<file path="config.mk">
export PLATFORM = sky130hd
export DESIGN_NAME = bera_analyzer
export DESIGN_NICKNAME = d
export VERILOG_FILES = /design/src/bera_pkg.sv /design/src/bera_analyzer.sv /design/src/bera_pair_buffer.sv
export SDC_FILE = /design/constraint.sdc
export NUM_CORES = 1
export LEC_CHECK = 0
export BUFFER_PORTS_ARGS = -buffer_cell sky130_fd_sc_hd__buf_4
export CORE_ASPECT_RATIO = 0.9
export CORE_MARGIN = 3
export CORE_UTILIZATION = 40
export DETAILED_ROUTE_END_ITERATION = 16
export GPL_ROUTABILITY_DRIVEN = 0
export SYNTH_ARGS = -nofsm -noshare
export SYNTH_HDL_FRONTEND = slang
export SYNTH_SLANG_ARGS = --single-unit
</file>
<file path="constraint.sdc">
create_clock -name mclk_i -period 3.75 [get_ports mclk_i]
set_input_delay 0.1875 -clock mclk_i [delete_from_list [all_inputs] [get_ports mclk_i]]
set_output_delay 0.1875 -clock mclk_i [all_outputs]
set_load 0.05 [all_outputs]
</file>
<file path="src/bera_pkg.sv">
// Register map, field positions, reset values and counts for the bit error analyzer
package bera_pkg;
  // Host register offsets on the parallel port
  localparam logic [4:0] ADDR_PATTERN_SET3 = 5'h00;
  localparam logic [4:0] ADDR_PATTERN_SET2 = 5'h01;
  localparam logic [4:0] ADDR_PATTERN_SET1 = 5'h02;
  localparam logic [4:0] ADDR_PATTERN_SET0 = 5'h03;
  localparam logic [4:0] ADDR_PATTERN_LENGTH = 5'h04;
  localparam logic [4:0] ADDR_POLYNOMIAL_TAP = 5'h05;
  localparam logic [4:0] ADDR_PATTERN_CONTROL = 5'h06;
  localparam logic [4:0] ADDR_ERROR_INSERTION = 5'h07;
  localparam logic [4:0] ADDR_BIT_COUNT3 = 5'h08;
  localparam logic [4:0] ADDR_BIT_COUNT2 = 5'h09;
  localparam logic [4:0] ADDR_BIT_COUNT1 = 5'h0A;
  localparam logic [4:0] ADDR_BIT_COUNT0 = 5'h0B;
  localparam logic [4:0] ADDR_ERROR_COUNT3 = 5'h0C;
  localparam logic [4:0] ADDR_ERROR_COUNT2 = 5'h0D;
  localparam logic [4:0] ADDR_ERROR_COUNT1 = 5'h0E;
  localparam logic [4:0] ADDR_ERROR_COUNT0 = 5'h0F;
  localparam logic [4:0] ADDR_CAPTURED3 = 5'h10;
  localparam logic [4:0] ADDR_CAPTURED2 = 5'h11;
  localparam logic [4:0] ADDR_CAPTURED1 = 5'h12;
  localparam logic [4:0] ADDR_CAPTURED0 = 5'h13;
  localparam logic [4:0] ADDR_STATUS = 5'h14;
  localparam logic [4:0] ADDR_INTERRUPT_MASK = 5'h15;

  // Pattern control field positions
  localparam int CTRL_QRSS_BIT = 6;
  localparam int CTRL_PRBS_BIT = 5;
  localparam int CTRL_LATCH_BIT = 4;
  localparam int CTRL_CAPTURE_BIT = 3;
  localparam int CTRL_RESYNC_OFF_BIT = 2;
  localparam int CTRL_RESYNC_BIT = 1;

  // Error insertion field positions
  localparam int EIR_TX_INVERT_BIT = 5;
  localparam int EIR_RX_INVERT_BIT = 4;

  // Reset values
  localparam logic [31:0] RST_PATTERN_SET = 32'h0000_0000;
  localparam logic [7:0] RST_REG8 = 8'h00;
  localparam logic [20:0] RST_PIN_SYNC = 21'h00E000;

  // QRSS fixed polynomial settings
  localparam logic [4:0] QRSS_TAP = 5'h10;
  localparam logic [4:0] QRSS_LENGTH = 5'h13;

  // Synchronizer counts
  localparam logic [5:0] SYNC_MATCH_BITS = 6'h20;
  localparam logic [5:0] RUN_ALL_BITS = 6'h20;
  localparam logic [5:0] WINDOW_LAST = 6'h3F;
  localparam logic [2:0] WINDOW_ERR_LAST = 3'h5;

  // Receive bit buffer shape
  localparam int BUF_WIDTH = 2;
  localparam int BUF_DEPTH = 2;

  typedef enum logic {
    SYNC_HUNT = 1'b0,
    SYNC_LOCKED = 1'b1
  } bera_sync_e;
endpackage

</file>
<file path="src/bera_analyzer.sv">
// Receive bit error analyzer: counters, pattern capture, sticky status, host port
`timescale 1ns/1ns
// Function
// - 32-bit received-bit counter advances per receive clock while count-disable low.
// - Bit counter holds while pattern sync is lost.
// - Bit counter wrap sets the bit-count overflow flag.
// - Count-latch rising edge copies bit count to readable registers, zeroes it.
// - 32-bit counter of received bits in error against expected pattern.
// - Error counter holds while pattern sync is lost.
// - Error counter wrap sets the error-count overflow flag.
// - Same latch edge copies error count to readable registers, zeroes it.
// - Capture out of sync stores the last 32 received bits.
// - Capture in sync stores the locked pattern in any rotation.
// - Captured pattern in sync is the reference, free of received errors.
// - All status flags except real-time sync stay set until read.
// - Error-seen and overflow flags clear on read, set again only anew.
// - Sync-lost, all-zeros, all-ones flags clear on read only once condition gone.
// - Interrupt asserts for any set status flag whose mask bit is enabled.
// - Pattern-select bit: 1 pseudorandom, 0 repetitive pattern detection.
// - Control bit 6 selects QRSS with tap 10 and length 13 hex.
// - Length 1F with tap 10 gives the documented non-maximal repeat period.
// - Error insertion bit 5 is transmit inversion, bit 4 receive inversion.
// - Count-latch bit ORed with pin; must fall before another latch.
// - Capture bit ORed with pin; rising edge captures, must fall first.
// - Sync sets on lock, clears at 6 errors in 64 bits if auto resync.
module bera_analyzer (
  input wire logic mclk_i, // System clock, 250 MHz
  input wire logic sys_rst_i, // Synchronous reset, active high
  input wire logic rx_clk_i, // Receive bit clock pin
  input wire logic rx_data_i, // Receive serial data pin
  input wire logic rx_count_disable_i, // High holds the counters
  input wire logic count_latch_i, // Count latch pin, rising edge
  input wire logic rx_capture_i, // Pattern capture pin, rising edge
  input wire logic cs_n_i, // Chip select, active low
  input wire logic rd_n_i, // Read strobe, active low
  input wire logic wr_n_i, // Write strobe, active low
  input wire logic [4:0] addr_i, // Register address
  input wire logic [7:0] data_i, // Write data from host
  output logic [7:0] data_o, // Read data to host
  output logic data_oe_o, // High while driving read data
  output logic int_n_o, // Interrupt, active low
  output logic sync_o, // Real-time pattern sync
  output logic prbs_mode_o, // Pseudorandom mode select
  output logic qrss_mode_o, // QRSS mode select
  output logic tx_invert_select_o, // Transmit data inversion
  output logic [31:0] pattern_set_o, // Pattern set registers
  output logic [7:0] pattern_length_o, // Pattern length register
  output logic [7:0] polynomial_tap_o // Polynomial tap register
);
  // Pin synchronizer: only the second stage is read
  logic [20:0] meta_q, pin_q;
  logic rx_clk_s, rx_data_s, rx_count_disable_s, latch_pin_s, capture_pin_s;
  logic cs_n_s, rd_n_s, wr_n_s;
  logic [4:0] addr_s;
  logic [7:0] data_s;

  always_ff @(posedge mclk_i) begin
    if (sys_rst_i) begin
      meta_q <= bera_pkg::RST_PIN_SYNC;
      pin_q <= bera_pkg::RST_PIN_SYNC;
    end else begin
      meta_q <= {rx_clk_i, rx_data_i, rx_count_disable_i, count_latch_i, rx_capture_i,
                 cs_n_i, rd_n_i, wr_n_i, addr_i, data_i};
      pin_q <= meta_q;
    end
  end

  assign {rx_clk_s, rx_data_s, rx_count_disable_s, latch_pin_s, capture_pin_s,
          cs_n_s, rd_n_s, wr_n_s, addr_s, data_s} = pin_q;

  // Host registers
  logic [31:0] pattern_set, next_pattern_set;
  logic [7:0] pattern_length, next_pattern_length;
  logic [7:0] polynomial_tap, next_polynomial_tap;
  logic [7:0] pattern_control, next_pattern_control;
  logic [7:0] error_insertion, next_error_insertion;
  logic [7:0] interrupt_mask, next_interrupt_mask;
  logic [4:0] wr_addr, next_wr_addr;
  logic [7:0] wr_data, next_wr_data;
  logic wr_pend, next_wr_pend;
  logic rd_sel, next_rd_sel;
  logic [7:0] next_data_o;
  logic [7:0] rd_value;
  logic [6:1] status_clr;
  logic rd_active, wr_active, rd_end, wr_end;

  // Edge detection and analyzer state
  logic rx_clk_prev, rd_n_prev, wr_n_prev, latch_prev, capture_prev, resync_prev;
  logic latch_req, capture_req, resync_req;
  logic rx_rise, latch_evt, capture_evt, resync_evt;
  logic pend_valid, next_pend_valid;
  logic [1:0] pend_data, next_pend_data;
  logic buf_in_ready, buf_out_valid, buf_out_ready;
  logic [1:0] buf_out_data;
  bera_pkg::bera_sync_e sync_state, next_sync_state;
  logic [31:0] ref_pat, next_ref_pat, hist, next_hist, captured, next_captured;
  logic [31:0] bit_cnt, next_bit_cnt, err_cnt, next_err_cnt;
  logic [31:0] bit_cnt_rd, next_bit_cnt_rd, err_cnt_rd, next_err_cnt_rd;
  logic [5:0] match_cnt, next_match_cnt, win_cnt, next_win_cnt;
  logic [5:0] ones_run, next_ones_run, zeros_run, next_zeros_run;
  logic [2:0] win_err, next_win_err;
  logic [6:1] flags, next_flags, flag_set, flag_cond;
  logic [7:0] status;
  logic next_int_n;
  logic [4:0] eff_len, eff_tap;
  logic [32:0] bit_sum, err_sum;
  logic bit_take, rx_bit, rx_count_disable_bit, pred, bit_err;

  function automatic logic [32:0] count_up(input logic [31:0] v);
    count_up = {1'b0, v} + 33'h0_0000_0001;
  endfunction

  function automatic logic [5:0] sat_up(input logic [5:0] v);
    sat_up = (v == bera_pkg::RUN_ALL_BITS) ? v : v + 6'h01;
  endfunction

  // Repetitive: period length+1; pseudorandom: feedback from length and tap
  function automatic logic predict(input logic [31:0] r, input logic [4:0] len,
                                   input logic [4:0] tap, input logic prbs);
    predict = prbs ? (r[len] ^ r[tap]) : r[len];
  endfunction

  assign rd_active = !cs_n_s && !rd_n_s;
  assign wr_active = !cs_n_s && !wr_n_s;
  assign rd_end = rd_n_s && !rd_n_prev;
  assign wr_end = wr_n_s && !wr_n_prev;
  assign data_oe_o = rd_active;
  assign latch_req = pattern_control[bera_pkg::CTRL_LATCH_BIT] | latch_pin_s;
  assign capture_req = pattern_control[bera_pkg::CTRL_CAPTURE_BIT] | capture_pin_s;
  assign resync_req = pattern_control[bera_pkg::CTRL_RESYNC_BIT];
  assign rx_rise = rx_clk_s && !rx_clk_prev;
  assign latch_evt = latch_req && !latch_prev;
  assign capture_evt = capture_req && !capture_prev;
  assign resync_evt = resync_req && !resync_prev;
  assign sync_o = (sync_state == bera_pkg::SYNC_LOCKED);
  assign status = {1'b0, flags, sync_o};
  assign pattern_set_o = pattern_set;
  assign pattern_length_o = pattern_length;
  assign polynomial_tap_o = polynomial_tap;
  assign prbs_mode_o = pattern_control[bera_pkg::CTRL_PRBS_BIT];
  assign qrss_mode_o = pattern_control[bera_pkg::CTRL_QRSS_BIT];
  assign tx_invert_select_o = error_insertion[bera_pkg::EIR_TX_INVERT_BIT];

  always_comb begin
    unique case (addr_s)
      bera_pkg::ADDR_PATTERN_SET3: rd_value = pattern_set[31:24];
      bera_pkg::ADDR_PATTERN_SET2: rd_value = pattern_set[23:16];
      bera_pkg::ADDR_PATTERN_SET1: rd_value = pattern_set[15:8];
      bera_pkg::ADDR_PATTERN_SET0: rd_value = pattern_set[7:0];
      bera_pkg::ADDR_PATTERN_LENGTH: rd_value = pattern_length;
      bera_pkg::ADDR_POLYNOMIAL_TAP: rd_value = polynomial_tap;
      bera_pkg::ADDR_PATTERN_CONTROL: rd_value = pattern_control;
      bera_pkg::ADDR_ERROR_INSERTION: rd_value = error_insertion;
      bera_pkg::ADDR_BIT_COUNT3: rd_value = bit_cnt_rd[31:24];
      bera_pkg::ADDR_BIT_COUNT2: rd_value = bit_cnt_rd[23:16];
      bera_pkg::ADDR_BIT_COUNT1: rd_value = bit_cnt_rd[15:8];
      bera_pkg::ADDR_BIT_COUNT0: rd_value = bit_cnt_rd[7:0];
      bera_pkg::ADDR_ERROR_COUNT3: rd_value = err_cnt_rd[31:24];
      bera_pkg::ADDR_ERROR_COUNT2: rd_value = err_cnt_rd[23:16];
      bera_pkg::ADDR_ERROR_COUNT1: rd_value = err_cnt_rd[15:8];
      bera_pkg::ADDR_ERROR_COUNT0: rd_value = err_cnt_rd[7:0];
      bera_pkg::ADDR_CAPTURED3: rd_value = captured[31:24];
      bera_pkg::ADDR_CAPTURED2: rd_value = captured[23:16];
      bera_pkg::ADDR_CAPTURED1: rd_value = captured[15:8];
      bera_pkg::ADDR_CAPTURED0: rd_value = captured[7:0];
      bera_pkg::ADDR_STATUS: rd_value = status;
      bera_pkg::ADDR_INTERRUPT_MASK: rd_value = interrupt_mask;
      default: rd_value = 8'h00;
    endcase
  end

  // Host port: data and address are held from the strobe, committed at its end
  always_comb begin
    next_pattern_set = pattern_set;
    next_pattern_length = pattern_length;
    next_polynomial_tap = polynomial_tap;
    next_pattern_control = pattern_control;
    next_error_insertion = error_insertion;
    next_interrupt_mask = interrupt_mask;
    next_wr_addr = wr_active ? addr_s : wr_addr;
    next_wr_data = wr_active ? data_s : wr_data;
    next_wr_pend = wr_active || (wr_pend && !wr_end);
    next_rd_sel = rd_active ? (addr_s == bera_pkg::ADDR_STATUS) : (rd_sel && !rd_end);
    next_data_o = rd_active ? rd_value : data_o;
    // Only flags the host actually saw are cleared
    status_clr = (rd_end && rd_sel) ? data_o[6:1] : 6'h00;
    if (wr_end && wr_pend) begin
      unique case (wr_addr)
        bera_pkg::ADDR_PATTERN_SET3: next_pattern_set[31:24] = wr_data;
        bera_pkg::ADDR_PATTERN_SET2: next_pattern_set[23:16] = wr_data;
        bera_pkg::ADDR_PATTERN_SET1: next_pattern_set[15:8] = wr_data;
        bera_pkg::ADDR_PATTERN_SET0: next_pattern_set[7:0] = wr_data;
        bera_pkg::ADDR_PATTERN_LENGTH: next_pattern_length = wr_data;
        bera_pkg::ADDR_POLYNOMIAL_TAP: next_polynomial_tap = wr_data;
        bera_pkg::ADDR_PATTERN_CONTROL: next_pattern_control = wr_data;
        bera_pkg::ADDR_ERROR_INSERTION: next_error_insertion = wr_data;
        bera_pkg::ADDR_INTERRUPT_MASK: next_interrupt_mask = wr_data;
        default: next_wr_pend = 1'b0;
      endcase
    end
  end

  always_ff @(posedge mclk_i) begin
    if (sys_rst_i) begin
      pattern_set <= bera_pkg::RST_PATTERN_SET;
      pattern_length <= bera_pkg::RST_REG8;
      polynomial_tap <= bera_pkg::RST_REG8;
      pattern_control <= bera_pkg::RST_REG8;
      error_insertion <= bera_pkg::RST_REG8;
      interrupt_mask <= bera_pkg::RST_REG8;
      wr_addr <= 5'h00;
      wr_data <= 8'h00;
      wr_pend <= 1'b0;
      rd_sel <= 1'b0;
      data_o <= 8'h00;
    end else begin
      pattern_set <= next_pattern_set;
      pattern_length <= next_pattern_length;
      polynomial_tap <= next_polynomial_tap;
      pattern_control <= next_pattern_control;
      error_insertion <= next_error_insertion;
      interrupt_mask <= next_interrupt_mask;
      wr_addr <= next_wr_addr;
      wr_data <= next_wr_data;
      wr_pend <= next_wr_pend;
      rd_sel <= next_rd_sel;
      data_o <= next_data_o;
    end
  end

  // Analyzer stalls in a latch cycle so no bit is counted across the copy
  assign buf_out_ready = !latch_evt;

  bera_pair_buffer u_bit_buffer (
    .clk_i(mclk_i),
    .rst_i(sys_rst_i),
    .in_valid_i(pend_valid),
    .in_ready_o(buf_in_ready),
    .in_data_i(pend_data),
    .out_valid_o(buf_out_valid),
    .out_ready_i(buf_out_ready),
    .out_data_o(buf_out_data)
  );

  always_comb begin
    next_pend_valid = rx_rise || (pend_valid && !buf_in_ready);
    next_pend_data = rx_rise ?
      {rx_count_disable_s, rx_data_s ^ error_insertion[bera_pkg::EIR_RX_INVERT_BIT]} : pend_data;
    bit_take = buf_out_valid && buf_out_ready;
    rx_count_disable_bit = buf_out_data[1];
    rx_bit = buf_out_data[0];
    // QRSS forces its own polynomial
    eff_len = pattern_control[bera_pkg::CTRL_QRSS_BIT] ?
      bera_pkg::QRSS_LENGTH : pattern_length[4:0];
    eff_tap = pattern_control[bera_pkg::CTRL_QRSS_BIT] ?
      bera_pkg::QRSS_TAP : polynomial_tap[4:0];
    pred = predict(ref_pat, eff_len, eff_tap,
                   pattern_control[bera_pkg::CTRL_PRBS_BIT]);
    bit_sum = count_up(bit_cnt);
    err_sum = count_up(err_cnt);
    bit_err = 1'b0;
    flag_set = 6'h00;
    next_sync_state = sync_state;
    next_ref_pat = ref_pat;
    next_hist = hist;
    next_captured = captured;
    next_bit_cnt = bit_cnt;
    next_err_cnt = err_cnt;
    next_bit_cnt_rd = bit_cnt_rd;
    next_err_cnt_rd = err_cnt_rd;
    next_match_cnt = match_cnt;
    next_win_cnt = win_cnt;
    next_win_err = win_err;
    next_ones_run = ones_run;
    next_zeros_run = zeros_run;
    if (latch_evt) begin
      next_bit_cnt_rd = bit_cnt;
      next_err_cnt_rd = err_cnt;
      next_bit_cnt = 32'h0000_0000;
      next_err_cnt = 32'h0000_0000;
    end
    if (bit_take) begin
      next_hist = {hist[30:0], rx_bit};
      next_ones_run = rx_bit ? sat_up(ones_run) : 6'h00;
      next_zeros_run = rx_bit ? 6'h00 : sat_up(zeros_run);
      unique case (sync_state)
        bera_pkg::SYNC_HUNT: begin
          // Self-synchronizing: reference tracks the line until it predicts it
          next_ref_pat = {ref_pat[30:0], rx_bit};
          next_match_cnt = (rx_bit == pred) ? sat_up(match_cnt) : 6'h00;
          if (rx_bit == pred && match_cnt == bera_pkg::SYNC_MATCH_BITS - 6'h01) begin
            next_sync_state = bera_pkg::SYNC_LOCKED;
            next_win_cnt = 6'h00;
            next_win_err = 3'h0;
          end
        end
        bera_pkg::SYNC_LOCKED: begin
          bit_err = (rx_bit != pred);
          next_ref_pat = {ref_pat[30:0], pred};
          flag_set[3] = bit_err;
          if (!rx_count_disable_bit) begin
            next_bit_cnt = bit_sum[31:0];
            flag_set[2] = bit_sum[32];
            if (bit_err) begin
              next_err_cnt = err_sum[31:0];
              flag_set[1] = err_sum[32];
            end
          end
          next_win_cnt = win_cnt + 6'h01;
          if (win_cnt == bera_pkg::WINDOW_LAST) begin
            next_win_err = 3'h0;
          end else if (bit_err && win_err != bera_pkg::WINDOW_ERR_LAST) begin
            next_win_err = win_err + 3'h1;
          end
          if (bit_err && win_err == bera_pkg::WINDOW_ERR_LAST &&
              !pattern_control[bera_pkg::CTRL_RESYNC_OFF_BIT]) begin
            next_sync_state = bera_pkg::SYNC_HUNT;
            next_match_cnt = 6'h00;
          end
        end
      endcase
    end
    if (resync_evt) begin
      next_sync_state = bera_pkg::SYNC_HUNT;
      next_match_cnt = 6'h00;
    end
    if (capture_evt) begin
      next_captured = sync_o ? ref_pat : hist;
    end
    flag_cond = {ones_run == bera_pkg::RUN_ALL_BITS, zeros_run == bera_pkg::RUN_ALL_BITS,
                 !sync_o, 3'h0};
    // Set and standing condition both win over a read clear
    next_flags = flag_cond | flag_set | (flags & ~status_clr);
    next_int_n = ~|(status & interrupt_mask);
  end

  always_ff @(posedge mclk_i) begin
    if (sys_rst_i) begin
      rx_clk_prev <= 1'b0;
      rd_n_prev <= 1'b1;
      wr_n_prev <= 1'b1;
      latch_prev <= 1'b0;
      capture_prev <= 1'b0;
      resync_prev <= 1'b0;
      pend_valid <= 1'b0;
      pend_data <= 2'h0;
      sync_state <= bera_pkg::SYNC_HUNT;
      ref_pat <= 32'h0000_0000;
      hist <= 32'h0000_0000;
      captured <= 32'h0000_0000;
      bit_cnt <= 32'h0000_0000;
      err_cnt <= 32'h0000_0000;
      bit_cnt_rd <= 32'h0000_0000;
      err_cnt_rd <= 32'h0000_0000;
      match_cnt <= 6'h00;
      win_cnt <= 6'h00;
      win_err <= 3'h0;
      ones_run <= 6'h00;
      zeros_run <= 6'h00;
      flags <= 6'h00;
      int_n_o <= 1'b1;
    end else begin
      rx_clk_prev <= rx_clk_s;
      rd_n_prev <= rd_n_s;
      wr_n_prev <= wr_n_s;
      latch_prev <= latch_req;
      capture_prev <= capture_req;
      resync_prev <= resync_req;
      pend_valid <= next_pend_valid;
      pend_data <= next_pend_data;
      sync_state <= next_sync_state;
      ref_pat <= next_ref_pat;
      hist <= next_hist;
      captured <= next_captured;
      bit_cnt <= next_bit_cnt;
      err_cnt <= next_err_cnt;
      bit_cnt_rd <= next_bit_cnt_rd;
      err_cnt_rd <= next_err_cnt_rd;
      match_cnt <= next_match_cnt;
      win_cnt <= next_win_cnt;
      win_err <= next_win_err;
      ones_run <= next_ones_run;
      zeros_run <= next_zeros_run;
      flags <= next_flags;
      int_n_o <= next_int_n;
    end
  end
endmodule

</file>
<file path="src/bera_pair_buffer.sv">
// Small valid/ready FIFO holding received bits between link sampler and analyzer
`timescale 1ns/1ns
module bera_pair_buffer #(
  parameter int WIDTH = bera_pkg::BUF_WIDTH,
  parameter int DEPTH = bera_pkg::BUF_DEPTH
) (
  input wire logic clk_i, // System clock
  input wire logic rst_i, // Synchronous reset, active high
  input wire logic in_valid_i, // Source offers a word
  output logic in_ready_o, // Buffer has room
  input wire logic [WIDTH-1:0] in_data_i, // Word offered
  output logic out_valid_o, // Word available
  input wire logic out_ready_i, // Sink takes the word
  output logic [WIDTH-1:0] out_data_o // Oldest word
);
  localparam int PW = (DEPTH > 1) ? $clog2(DEPTH) : 1;
  localparam logic [PW:0] FULL_COUNT = (PW+1)'(DEPTH);
  localparam logic [PW-1:0] LAST_PTR = PW'(DEPTH - 1);

  logic [WIDTH-1:0] mem [DEPTH];
  logic [WIDTH-1:0] next_mem [DEPTH];
  logic [PW-1:0] wr_ptr, rd_ptr, next_wr_ptr, next_rd_ptr;
  logic [PW:0] count, next_count;
  logic push, pop;

  function automatic logic [PW-1:0] bump(input logic [PW-1:0] p);
    bump = (p == LAST_PTR) ? '0 : p + PW'(1);
  endfunction

  assign in_ready_o = (count != FULL_COUNT);
  assign out_valid_o = (count != '0);
  assign out_data_o = mem[rd_ptr];
  assign push = in_valid_i && in_ready_o;
  assign pop = out_valid_o && out_ready_i;

  always_comb begin
    next_mem = mem;
    next_wr_ptr = wr_ptr;
    next_rd_ptr = rd_ptr;
    next_count = count;
    if (push) begin
      next_mem[wr_ptr] = in_data_i;
      next_wr_ptr = bump(wr_ptr);
    end
    if (pop) begin
      next_rd_ptr = bump(rd_ptr);
    end
    if (push && !pop) begin
      next_count = count + (PW+1)'(1);
    end else if (pop && !push) begin
      next_count = count - (PW+1)'(1);
    end
  end

  always_ff @(posedge clk_i) begin
    mem <= next_mem;
  end

  always_ff @(posedge clk_i) begin
    if (rst_i) begin
      wr_ptr <= '0;
      rd_ptr <= '0;
      count <= '0;
    end else begin
      wr_ptr <= next_wr_ptr;
      rd_ptr <= next_rd_ptr;
      count <= next_count;
    end
  end
endmodule

</file>
==> reports/results.ini <==
[status]
status = finished, final reports clean

[sta]
drv_slew = 0
fin_crit_ns = 3.50
final-setup-viol-count = 0
grt_setup_unrepaired = false
hold_violations = 0
period_share = 0.934
finalClockSkew_ns = 0.0158
hold_slack_ns = 0.133
max-slew-margin-rel = 0.384
tightest_slew_ns = 0.921
max_freq_mhz = 286
fin_ws_ns = 0.248
fin_tns_setup_ns = 0

[power_and_ir_drop]
power.total_mw = 9.90
powerDensity_mw_per_mm2 = 483
leakage_nw = 7.35
irDropWorstVdd_mv = 0.313

[yosys]
async_flop_share = 0
synth_area_mm2 = 0.0177
postSynthCellCount = 2088
synth_fa_ha_area_frac = 0.00848
ys_ff_latch = 413
muxShareOfSynthArea = 0.0759
yosys.area_share.simple = 0.223
synth-warning-count = 0
syn_nets = 2123
synth_top_family_by_area = simple AND/OR/NAND/NOR gates
ys_seq_area_frac = 0.469
synth-compound-area-share = 0.170
synth_edf_count = 4
ys.flop_type = dfxtp_1
avgSynthCellArea_um2 = 8.48
synth.distinct_cells = 71
synth_xor_area_frac = 0.0135

[detailed_routing]
drtPass1Iterations = 6
num_vias = 15591
ant_nets = 0
drt_wl_total_um = 56000
post_drt_wl_per_cell_um = 20.3
drc_errors = 0
vias_per_cell = 5.65
drt_iter0_drc = 1714

[final_layout]
final_common_cell = dfxtp_1
antennaDiodeCount = 0
final_cell_mix = dfxtp_1 (408), nand2_1 (379), a21oi_1 (214), nor2_1 (196), buf_4 (121)
final_nets = 2174
syn_to_final_growth_pct = 15.7
fin_area_mm2 = 0.0205
n_fill_cell = 4099
drive_gt1_frac = 0.111

[clocking]
cts_root_buf = clkbuf_16
ctsHtreeMaxLevel = 2
cts.clk_slew.worst_paths_ns = 0.06
cts_buffer_depth = 3
cts_tree = yes
cts_setup_buffers = 0
numCtsBuffers = 44
clock-sinks = 413
clk_latency_ns = 0.57

[setup_path]
cp_max_fo = 72
r2r_start = polynomial_tap_o[1]
r2r_setup_slack_ns = 0.25
r2r_end = err_cnt[10]
path_class = reg -> reg
worstPathArrival_ns = 3.99
crit_path_end_kind = flip-flop
startpoint = polynomial_tap_o[1]
worstPathRequired_ns = 4.23
reg2reg_depth = 10
cp-start-kind = flip-flop

[floorplanning]
start_util = 0.408
num_io_pins = 85
die_x_um = 228
core_area_mm2 = 0.0433
rows = 72
fp.dieH_um = 206
dieArea_mm2 = 0.0468

[hold_path]
hp-start = sys_rst_i
hold_path_class = in -> reg
hold_depth = 2
hold_end = err_cnt_rd[7]

[global_routing]
grt_pass1_vias = 14466
grt_use_total = 0.233
grt_pass1_wl_um = 85400
grt_antenna_before_repair = 1
grt_overflow = 0
grt_max_degree = 123

[place]
port_buffers = 84
dp_hpwl_um = 39000
post-place-ws_ns = 0.179
place_area_mm2 = 0.0188

[job]
drv_cap = 0

==> sequential cells by signal, indices dropped and copies added, names as in the netlist, 8 cells and up <==
register	count
bit_cnt	32
bit_cnt_rd	32
captured	32
err_cnt	32
err_cnt_rd	32
hist	32
pattern_set_o	32
ref_pat	32
meta_q	21
pin_q	21
data_o	8
error_insertion	8
interrupt_mask	8
pattern_control	8
pattern_length_o	8
polynomial_tap_o	8
wr_data	8
==> worst max-delay path, cell delays in order (launching register included) <==
cell,delay (ns)
dfxtp_1,0.59
buf_4,0.25
mux2i_1,0.10
a221oi_2,0.25
o22a_1,0.18
a211oi_1,0.05
o32ai_2,0.51
xnor3_2,0.54
buf_12,0.20
or4_1,0.53
a21oi_1,0.16
==> power breakdown <==
group | total (mW) | leakage [nW] | internal (mW) | switching [mW]
Clock | 4.38 | 0.701 | 2.58 | 1.80
Sequential | 4.56 | 3.35 | 4.48 | 0.0834
Combinational | 0.961 | 3.30 | 0.244 | 0.716
Total | 9.90 | 7.35 | 7.30 | 2.60
==> metal layers <==
metal	track usage	wire length, µm
met2	0.355	24100
met1	0.321	24900
met3	0.0637	5420
met5	0	0
met4	0.0742	1550
==> per-stage QoR <==
stage | std cells | utilization
6_report | 2760 | 0.473
5_1_grt | 2760 | 0.473
4_1_cts | 2760 | 0.473
3_5_place_dp | 2664 | 0.435
3_3_place_gp | 2664 | 0.435
2_1_floorplan | 2088 | -
==> worst max-delay path by stage <==
stage                   to  slack (ns)  cells after the start
6_report       err_cnt[10]        0.25                     10
4_1_cts         win_err[2]        0.18                      9
2_1_floorplan  err_cnt[16]        0.60                     11
5_1_grt        err_cnt[21]        0.04                     10
3_5_place_dp    win_err[2]        0.18                      9
3_3_place_gp    win_err[2]        0.40                      9
==> repair_timing <==
item,4_1_cts,5_1_grt
hold endpoints to repair,21,0
hold buffers,21,0
gates resized for setup,0,1
setup endpoints to repair,0,5
==> kinds of logic (layout without fill, tap and decap cells) <==
kind of cell / count (synthesis) / count (layout)
compound gates: 479 / 479
xor+xnor: 24 / 24
fa+ha+maj: 12 / 12
buf+inv: 171 / 251
flops: 413 / 413
mux: 127 / 127
simple gates: 862 / 862
==> synth_stat cells (10+ instances only) <==
cell | count | area share
dfxtp_1 | 409 | 0.46
nand2_1 | 379 | 0.080
a21oi_1 | 214 | 0.061
nor2_1 | 199 | 0.042
clkbuf_1 | 117 | 0.025
mux2i_1 | 115 | 0.065
a22oi_1 | 82 | 0.035
nor2b_1 | 52 | 0.018
nand3_1 | 45 | 0.013
a211oi_1 | 42 | 0.018
o21ai_0 | 42 | 0.012
inv_1 | 32 | 0.0068
o31ai_1 | 26 | 0.011
or4_1 | 26 | 0.011
and3_1 | 24 | 0.0085
nand4_1 | 21 | 0.0074
nor3_1 | 21 | 0.0059
or2_2 | 20 | 0.0071
or3_1 | 19 | 0.0067
xor2_1 | 13 | 0.0064
a31oi_1 | 12 | 0.0042
ha_1 | 12 | 0.0085
nor4_1 | 11 | 0.0039
o211ai_1 | 11 | 0.0047
nand2b_1 | 10 | 0.0035
==> final cells by class <==
type                       count  area (µm²)  area share
clock buffer                  57        1230      0.0601
sequential                   413        8310       0.406
multi-input combinational   1504        8730       0.426
timing repair buffer         144        1150      0.0563
tap                          592         741      0.0362
clock inverter                18         199     0.00971
inverter                      32         120     0.00586
Power figures use the tool's default switching activity.
